## src/shp_pkg.sv

```systemverilog
/*
 * shp_pkg: register map, field positions, reset values and timing constants
 * shared by the homing sequencer / position loop, its register master and bench.
 * Assumes a 10 MHz system clock and a byte-addressed plain register port.
 */
`default_nettype none
package shp_pkg;
	// clock and ramp timebase
	localparam int CLK_KHZ        = 10000;
	localparam int RAMP_TICK_US   = 1000;
	localparam int RAMP_TICK_CYCLES = (RAMP_TICK_US * CLK_KHZ) / 1000;

	// register byte offsets
	localparam logic [7:0] REG_CTRL    = 8'h00;
	localparam logic [7:0] REG_METHOD  = 8'h04;
	localparam logic [7:0] REG_SPEED1  = 8'h08;
	localparam logic [7:0] REG_SPEED2  = 8'h0c;
	localparam logic [7:0] REG_ACCEL   = 8'h10;
	localparam logic [7:0] REG_OFFSET  = 8'h14;
	localparam logic [7:0] REG_CURTHR  = 8'h18;
	localparam logic [7:0] REG_CORRLIM = 8'h1c;
	localparam logic [7:0] REG_KP      = 8'h20;
	localparam logic [7:0] REG_DEMPOS  = 8'h24;
	localparam logic [7:0] REG_TRAJ    = 8'h28;
	localparam logic [7:0] REG_STATUS  = 8'h2c;
	localparam logic [7:0] REG_ACTPOS  = 8'h30;
	localparam logic [7:0] REG_SPDCMD  = 8'h34;

	// control and status fields
	localparam int CTRL_RUN_BIT   = 0;
	localparam int CTRL_RAMP_BIT  = 1;
	localparam int CTRL_HOME_BIT  = 4;
	localparam int STAT_DONE_BIT  = 0;
	localparam int STAT_BUSY_BIT  = 1;
	localparam int KP_FRAC        = 16;

	// homing methods: bit0 selects negative direction, bit1 mechanical stop
	localparam int METH_NEG_BIT   = 0;
	localparam int METH_STOP_BIT  = 1;

	localparam logic [31:0] RST_ZERO    = 32'h0000_0000;
	localparam logic [31:0] RST_CORRLIM = 32'h0000_7530;
	localparam logic [15:0] RST_KP      = 16'h3333;
	localparam logic [15:0] RST_CURTHR  = 16'hffff;

	typedef enum {
		HS_IDLE, HS_APPROACH, HS_LOCATE, HS_PUSH, HS_FINISH
	} shp_home_state_t;
endpackage
`default_nettype wire

```

## src/shp_ramp_if.sv

```systemverilog
/*
 * shp_ramp_if: carries target speed, step and tick from the sequencer to the
 * ramp generator and the ramped speed back. Assumes one common clock.
 */
`timescale 1ns/1ps
`default_nettype none
interface shp_ramp_if;
	logic signed [31:0] target;
	logic        [31:0] step;
	logic               tick;
	logic               enable;
	logic signed [31:0] speed;
	modport src  (output target, step, tick, enable, input speed);
	modport ramp (input target, step, tick, enable, output speed);
endinterface
`default_nettype wire
```

## src/shp_homing_loop.sv

```systemverilog
/*
 * shp_homing_loop: homing sequencer, actual position counter, position loop
 * correction and register port of a servo drive's positioning logic.
 * Assumes limit switch pins are asynchronous, current, speed and position
 * deltas come from logic on clk, and a plain register master on clk.
 */
// Operation
// - homing speed changes are ramped linearly even with setpoint ramps off
// - approach the limit switch at the first homing speed
// - locate switch edge or push the stop at the second homing speed
// - homing ends at switch transition or on reaching the mechanical stop
// - at the end load minus home offset into actual position
// - during a run correction around trajectory speed is capped by limit
// - after a run hold target position, speed capped by correction limit
// - homing starts on a 0 to 1 change of control bit 4
// - mechanical stop seen as current rise with motor speed at zero
// - at the start speed steps from the loop demand to zero at once, then homing acceleration governs it; at the end it passes to the loop demand at once
`timescale 1ns/1ps
`default_nettype none
module shp_homing_loop #(
	parameter int RAMP_TICK_CYCLES = shp_pkg::RAMP_TICK_CYCLES
) (
	input  wire logic               clk,
	input  wire logic               resetn,
	input  wire logic        [7:0]  addr,
	input  wire logic        [31:0] wdata,
	input  wire logic               wr,
	input  wire logic               rd,
	output logic             [31:0] rdata,
	input  wire logic               posLimit,
	input  wire logic               negLimit,
	input  wire logic        [15:0] motorCurrent,
	input  wire logic signed [31:0] motorSpeed,
	input  wire logic signed [15:0] posDelta,
	output logic signed      [31:0] speedCmd,
	output logic signed      [31:0] actualPos,
	output logic                    homingBusy,
	output logic                    homingDone
);
	localparam int TW = $clog2(RAMP_TICK_CYCLES + 1);

	function automatic logic signed [31:0] sat(input logic signed [31:0] v,
	                                           input logic signed [31:0] lim);
		sat = (v > lim) ? lim : (v < -lim) ? -lim : v;
	endfunction

	function automatic logic signed [31:0] withDir(input logic neg,
	                                               input logic signed [31:0] v);
		withDir = neg ? -v : v;
	endfunction

	// software registers
	logic        [31:0] ctrl;
	logic        [1:0]  method;
	logic signed [31:0] speed1;
	logic signed [31:0] speed2;
	logic        [31:0] accel;
	logic signed [31:0] homeOffset;
	logic        [15:0] curThr;
	logic signed [31:0] corrLim;
	logic        [15:0] kp;
	logic signed [31:0] demPos;
	logic signed [31:0] trajSpeed;

	shp_pkg::shp_home_state_t state;
	shp_pkg::shp_home_state_t next_state;

	logic [2:0]    posSync;
	logic [2:0]    negSync;
	logic [1:0]    limitStable;
	logic [TW-1:0] tickCnt;
	logic          tick;

	shp_ramp_if rampBus ();

	// address decode
	wire wrCtrl   = wr && (addr == shp_pkg::REG_CTRL);
	wire homeReq  = wrCtrl && wdata[shp_pkg::CTRL_HOME_BIT]
	                && !ctrl[shp_pkg::CTRL_HOME_BIT];
	wire dirNeg   = method[shp_pkg::METH_NEG_BIT];
	wire useStop  = method[shp_pkg::METH_STOP_BIT];
	wire swSel    = dirNeg ? limitStable[1] : limitStable[0];
	wire stopHit  = (motorCurrent >= curThr) && (motorSpeed == 32'sh0);
	wire runActive = ctrl[shp_pkg::CTRL_RUN_BIT];

	// synchronisers: the first stage feeds only the second
	always_ff @(posedge clk) begin
		if (!resetn) begin
			posSync <= 3'h0;
			negSync <= 3'h0;
		end else begin
			posSync <= {posSync[1:0], posLimit};
			negSync <= {negSync[1:0], negLimit};
		end
	end

	// a change counts only once the second and third stages agree
	always_ff @(posedge clk) begin
		if (!resetn) begin
			limitStable <= 2'h0;
		end else begin
			if (posSync[1] == posSync[2]) limitStable[0] <= posSync[2];
			if (negSync[1] == negSync[2]) limitStable[1] <= negSync[2];
		end
	end

	// ramp timebase: one pulse per millisecond
	assign tick = (tickCnt == TW'(RAMP_TICK_CYCLES - 1));
	always_ff @(posedge clk) begin
		if (!resetn || tick) tickCnt <= '0;
		else tickCnt <= tickCnt + 1'b1;
	end

	// register writes; status and position are read-only
	always_ff @(posedge clk) begin
		if (!resetn) begin
			ctrl <= shp_pkg::RST_ZERO;
			method <= 2'h0;
			speed1 <= shp_pkg::RST_ZERO;
			speed2 <= shp_pkg::RST_ZERO;
			accel <= shp_pkg::RST_ZERO;
			homeOffset <= shp_pkg::RST_ZERO;
			curThr <= shp_pkg::RST_CURTHR;
			corrLim <= shp_pkg::RST_CORRLIM;
			kp <= shp_pkg::RST_KP;
			demPos <= shp_pkg::RST_ZERO;
			trajSpeed <= shp_pkg::RST_ZERO;
		end else if (wr) begin
			unique case (addr)
				shp_pkg::REG_CTRL:    ctrl <= wdata;
				shp_pkg::REG_METHOD:  method <= wdata[1:0];
				shp_pkg::REG_SPEED1:  speed1 <= wdata;
				shp_pkg::REG_SPEED2:  speed2 <= wdata;
				shp_pkg::REG_ACCEL:   accel <= wdata;
				shp_pkg::REG_OFFSET:  homeOffset <= wdata; // range is the master's duty
				shp_pkg::REG_CURTHR:  curThr <= wdata[15:0];
				shp_pkg::REG_CORRLIM: corrLim <= wdata;
				shp_pkg::REG_KP:      kp <= wdata[15:0];
				shp_pkg::REG_DEMPOS:  demPos <= wdata;
				shp_pkg::REG_TRAJ:    trajSpeed <= wdata;
				default: ;
			endcase
		end
	end

	// homing sequencer; starts are ignored while homing is in progress
	always_comb begin
		next_state = state;
		unique case (state)
			shp_pkg::HS_IDLE:
				if (homeReq) next_state = useStop ? shp_pkg::HS_PUSH : shp_pkg::HS_APPROACH;
			shp_pkg::HS_APPROACH:
				if (swSel) next_state = shp_pkg::HS_LOCATE;
			shp_pkg::HS_LOCATE:
				if (!swSel) next_state = shp_pkg::HS_FINISH;
			shp_pkg::HS_PUSH:
				if (stopHit) next_state = shp_pkg::HS_FINISH;
			shp_pkg::HS_FINISH:
				next_state = shp_pkg::HS_IDLE;
		endcase
	end

	always_ff @(posedge clk) begin
		if (!resetn) state <= shp_pkg::HS_IDLE;
		else state <= next_state;
	end

	// ramp target: switch approach at speed 1, edge search and stop at speed 2
	assign rampBus.target = (state == shp_pkg::HS_APPROACH) ? withDir(dirNeg, speed1) :
	                        (state == shp_pkg::HS_LOCATE)   ? withDir(!dirNeg, speed2) :
	                        (state == shp_pkg::HS_PUSH)     ? withDir(dirNeg, speed2) :
	                        32'sh0;
	assign rampBus.step   = accel;
	assign rampBus.tick   = tick;
	assign rampBus.enable = (state != shp_pkg::HS_IDLE);

	shp_ramp u_ramp (
		.clk    (clk),
		.resetn (resetn),
		.rb     (rampBus)
	);

	// position loop: P term on the following error, clipped to the limit
	wire signed [31:0] posErr  = demPos - actualPos;
	wire signed [48:0] prod    = posErr * $signed({1'b0, kp});
	wire signed [31:0] corr    = sat(prod[shp_pkg::KP_FRAC +: 32], corrLim);
	wire signed [31:0] next_speedCmd = homingBusy ? rampBus.speed :
	                                   runActive ? trajSpeed + corr :
	                                   corr;
	wire signed [31:0] next_actualPos = (state == shp_pkg::HS_FINISH) ? -homeOffset :
	                                    actualPos + 32'(posDelta);

	// outputs; done set by the load wins over the clear of a fresh start
	always_ff @(posedge clk) begin
		if (!resetn) begin
			speedCmd <= 32'sh0;
			actualPos <= 32'sh0;
			homingBusy <= 1'b0;
			homingDone <= 1'b0;
		end else begin
			speedCmd <= next_speedCmd;
			actualPos <= next_actualPos;
			homingBusy <= (next_state != shp_pkg::HS_IDLE);
			if (state == shp_pkg::HS_FINISH) homingDone <= 1'b1;
			else if (homeReq && state == shp_pkg::HS_IDLE) homingDone <= 1'b0;
		end
	end

	// read data one cycle after the strobe, zero for unmapped addresses
	wire [31:0] readMux =
		(addr == shp_pkg::REG_CTRL)    ? ctrl :
		(addr == shp_pkg::REG_METHOD)  ? {30'h0, method} :
		(addr == shp_pkg::REG_SPEED1)  ? speed1 :
		(addr == shp_pkg::REG_SPEED2)  ? speed2 :
		(addr == shp_pkg::REG_ACCEL)   ? accel :
		(addr == shp_pkg::REG_OFFSET)  ? homeOffset :
		(addr == shp_pkg::REG_CURTHR)  ? {16'h0, curThr} :
		(addr == shp_pkg::REG_CORRLIM) ? corrLim :
		(addr == shp_pkg::REG_KP)      ? {16'h0, kp} :
		(addr == shp_pkg::REG_DEMPOS)  ? demPos :
		(addr == shp_pkg::REG_TRAJ)    ? trajSpeed :
		(addr == shp_pkg::REG_STATUS)  ? {30'h0, homingBusy, homingDone} :
		(addr == shp_pkg::REG_ACTPOS)  ? actualPos :
		(addr == shp_pkg::REG_SPDCMD)  ? speedCmd : 32'h0;

	always_ff @(posedge clk) begin
		if (!resetn) rdata <= 32'h0;
		else rdata <= rd ? readMux : 32'h0;
	end
endmodule // shp_homing_loop
`default_nettype wire

```

## src/shp_ramp.sv

```systemverilog
/*
 * shp_ramp: linear speed ramp, one step of the programmed size per tick,
 * toward the target speed. Assumes tick is a one-cycle enable pulse.
 */
`timescale 1ns/1ps
`default_nettype none
module shp_ramp (
	input  wire logic clk,
	input  wire logic resetn,
	shp_ramp_if.ramp  rb
);
	logic signed [32:0] diff;
	logic signed [32:0] stepS;
	logic signed [31:0] next_speed;

	// always linear, whatever the setpoint ramp selection says
	assign diff  = {rb.target[31], rb.target} - {rb.speed[31], rb.speed};
	assign stepS = {1'b0, rb.step};
	assign next_speed = (diff > stepS)  ? rb.speed + $signed(rb.step) :
	                    (diff < -stepS) ? rb.speed - $signed(rb.step) :
	                    rb.target;

	// same step for speeding up and slowing down
	always_ff @(posedge clk) begin
		if (!resetn || !rb.enable) begin
			rb.speed <= 32'sh0;
		end else if (rb.tick) begin
			rb.speed <= next_speed;
		end
	end
endmodule // shp_ramp
`default_nettype wire

```

## config.mk

```make
export PLATFORM = sky130hd
export DESIGN_NAME = shp_homing_loop
export DESIGN_NICKNAME = d
export VERILOG_FILES = /design/src/shp_pkg.sv /design/src/shp_ramp_if.sv /design/src/shp_homing_loop.sv /design/src/shp_ramp.sv
export SDC_FILE = /design/constraint.sdc
export NUM_CORES = 2
export LEC_CHECK = 0
export BUFFER_PORTS_ARGS = -buffer_cell sky130_fd_sc_hd__buf_2
export CAP_MARGIN = 40
export CELL_PAD_IN_SITES_DETAIL_PLACEMENT = 1
export CELL_PAD_IN_SITES_GLOBAL_PLACEMENT = 1
export CORE_ASPECT_RATIO = 1.4
export CORE_MARGIN = 8
export CORE_UTILIZATION = 44
export DETAILED_ROUTE_END_ITERATION = 7
export PLACE_DENSITY_LB_ADDON = 0.05
export SYNTH_ARGS = -nofsm -noshare
export SYNTH_HDL_FRONTEND = slang
export SYNTH_SLANG_ARGS = --single-unit
```

## constraint.sdc

```tcl
create_clock -name clk -period 13.65 [get_ports clk]
set_input_delay 2.73 -clock clk [delete_from_list [all_inputs] [get_ports clk]]
set_output_delay 2.73 -clock clk [all_outputs]
set_load 0.05 [all_outputs]
```

==> run metrics <==
count of final setup violators 10; core footprint between 100000 and 150000 um^2; syn_area_per_cell 7.81 um^2; filler cell count approximately 15000; WP data required approximately 14 ns; Synth warnings 0; Final GP Congestion 0.959; violated checks negative setup slack; Synth cell types a little over 90; TritonCTS clock tree done; most frequent cells in the layout 1115 x nand2_1, 802 x inv_1, 639 x buf_4, 539 x a21oi_1, 479 x fa_1; clk_lat worst skew 0.65 ns; DR vias/cell 5.83; row cnt 150; Multi-input gate area about 40000 um^2; busiest grt layer met2; hold_ws roughly 0.44 ns; most common cell after layout, fill and taps aside nand2_1; Max Buffers Root-to-Sink 3; Fmax around 70 MHz; Post-synth EDFFs 0; Synth Cell Area approximately 53000 um^2; cts bufs inserted slightly below 50; ys flop type dfxtp_1; GRT Total Usage 0.335; Die Area 131000 um^2; slowest stage delay, CP about 0.53 ns; P&R area growth vs syn 19.0%; status complete, but fails checks; H-tree depth 2; WL/cell about 25 um; max-slew violations 0; DRC viols 0; nets@finish approximately 8400; Clock transition at path regs around 0.06 ns; worst-path fanout max 7; end-of-flow core utilization 0.527; met1 Usage GRT 0.385; antenna violations before repair 8; crit path DAT between 10 and 15 ns; critical path class reg -> reg; Final ANT Viol Nets 0; CP Launch Type flop; grt total ovfl 0; largest net degree at the start of global routing 163; initial DRC count ~3400; Setup Skew between 0.03 and 0.04 ns; vias in the first global route 56300; most used cell along the critical path buf_4; Mapped Cells a little under 7000; Hold Buf Count CTS 0; Starting Density 0.443; 1st-pass router iterations 5; Synth Register Bits between 400 and 500; final worst path period share 1.02; met3 GRT Util 0.0330; asr flop ratio synth 0; RSZ-0062 raised after global routing true; WP buf/inv 18; num ports roughly 210; Slew HR 0.303; Syn Nets just under 8000; Worst-Margin Slew ~1.0 ns; max_cap viols 0; Fin. Hold Viols 0; DIE HEIGHT approximately 430 um; Largest delay share family, worst path compound AO/OA/AOI/OAI gates; DP HPWL approximately 180 mm; Final min period 13.91 ns; clock root buffer clkbuf_16; port bufs ~210; DR vias 52200; CTS sink cnt 474; drt total wl between 200 and 250 mm; met2 usage 0.603; setup ws final -0.263 ns; Hold WC Path Type reg -> reg; CP Capture Type flop; share of layout cells above drive strength 1 0.172; Seq/Total Area, Yosys 0.180; setup_tns -1.31 ns; Die X 309 um; Critical-path top delay cell fa_1; first-pass GRT wire length around 340 mm; Seq. cell area 9500 um^2
## final timing paths
kind,from,to,slack (ns),cells past startpoint
worst max-delay path,demPos[0],speedCmd[25],-0.26,68
worst min-delay path,negSync[0],negSync[1],0.44,1
worst max register to register,demPos[0],speedCmd[25],-0.26,68
worst min register to register,negSync[0],negSync[1],0.44,1
## repair_timing
item	CTS	global route
pin swaps	214	69
endpoints found under the setup margin	29	25
resized for setup	225	65
setup buffers	76	20
## metal layers
metal  wire (um)  vias up
li1            -    23700
met1       87000    26400
met2      115000     1487
met3        9770      614
met4       14600        2
met5           7        -
## worst register-to-register path, delay by kind of cell (launching register included)
kind | cells | cell delay [ns]
AOI/OAI and AO/OA | 24 | 4.84
xor gates and xnor gates | 2 | 0.23
adders and majority gates | 11 | 4.38
buffers and inverters | 18 | 2.22
DFF | 1 | 0.33
muxes | 1 | 0.25
and+or+nand+nor | 12 | 1.50
## cells by family after synthesis
group	count (synthesis)	synth area share
adders and majority gates	938	0.292
muxes	19	0.00372
buffers and inverters	1209	0.0874
DFF	474	0.180
AOI/OAI and AO/OA	1558	0.190
xor gates and xnor gates	320	0.0534
and+or+nand+nor	2240	0.194
## state kept, by name, summed over array words and instances (netlist names), 14 cells and up
register         flops
ctrl                32
actualPos           32
tickCnt             14
rdata               32
trajSpeed           32
curThr              16
homeOffset          32
state               32
speed1              32
kp                  16
corrLim             32
speedCmd            32
accel               32
u_ramp.rb.speed     32
speed2              32
demPos              32
## synthesized netlist by cell type, types with 43 or more instances
library cell / count / area, um^2
o211ai_1: 44 / 330
xor2_1: 118 / 1030
nor2b_1: 52 / 325
a31oi_1: 48 / 300
o22ai_1: 46 / 288
ha_1: 450 / 5630
nand4_1: 45 / 282
inv_1: 829 / 3110
a21o_1: 122 / 916
nor2_1: 330 / 1240
dfxtp_1: 474 / 9490
nor3_1: 104 / 521
a211oi_1: 68 / 510
a22oi_1: 88 / 661
and3_1: 44 / 275
a221oi_1: 43 / 377
nand2b_1: 47 / 294
o21ai_0: 192 / 961
nand2_1: 1125 / 4220
and2_1: 242 / 1510
a21oi_1: 573 / 2870
nand3_1: 93 / 465
fa_1: 488 / 9770
nor4_1: 50 / 313
clkbuf_1: 341 / 1280
xnor2_1: 201 / 1760
## layout make-up
type | instances | area share
Multi-Input combinational cell | 5075 | 0.638
Antenna cell | 2 | 0.0000797
Inverter | 831 | 0.0498
Tap cell | 1596 | 0.0318
Clock buffer | 57 | 0.0205
Clock inverter | 32 | 0.00647
Timing Repair Buffer | 887 | 0.102
Sequential cell | 474 | 0.151
## per-stage QoR
stage | instances | cell area, um^2 | setup WS, ns
after CTS | 8933 | 62300 | -0.182
after detailed placement | 8771 | 59100 | -1.49
final | 8954 | 62800 | -0.263
after global placement | 8757 | 58900 | -1.27
after global routing | 8953 | 62800 | -0.830
after floorplan | 6758 | 52900 | -0.0332
Power is not shown: default switching activity piles up to over one toggle a cycle in this logic, so the estimate is an artifact.
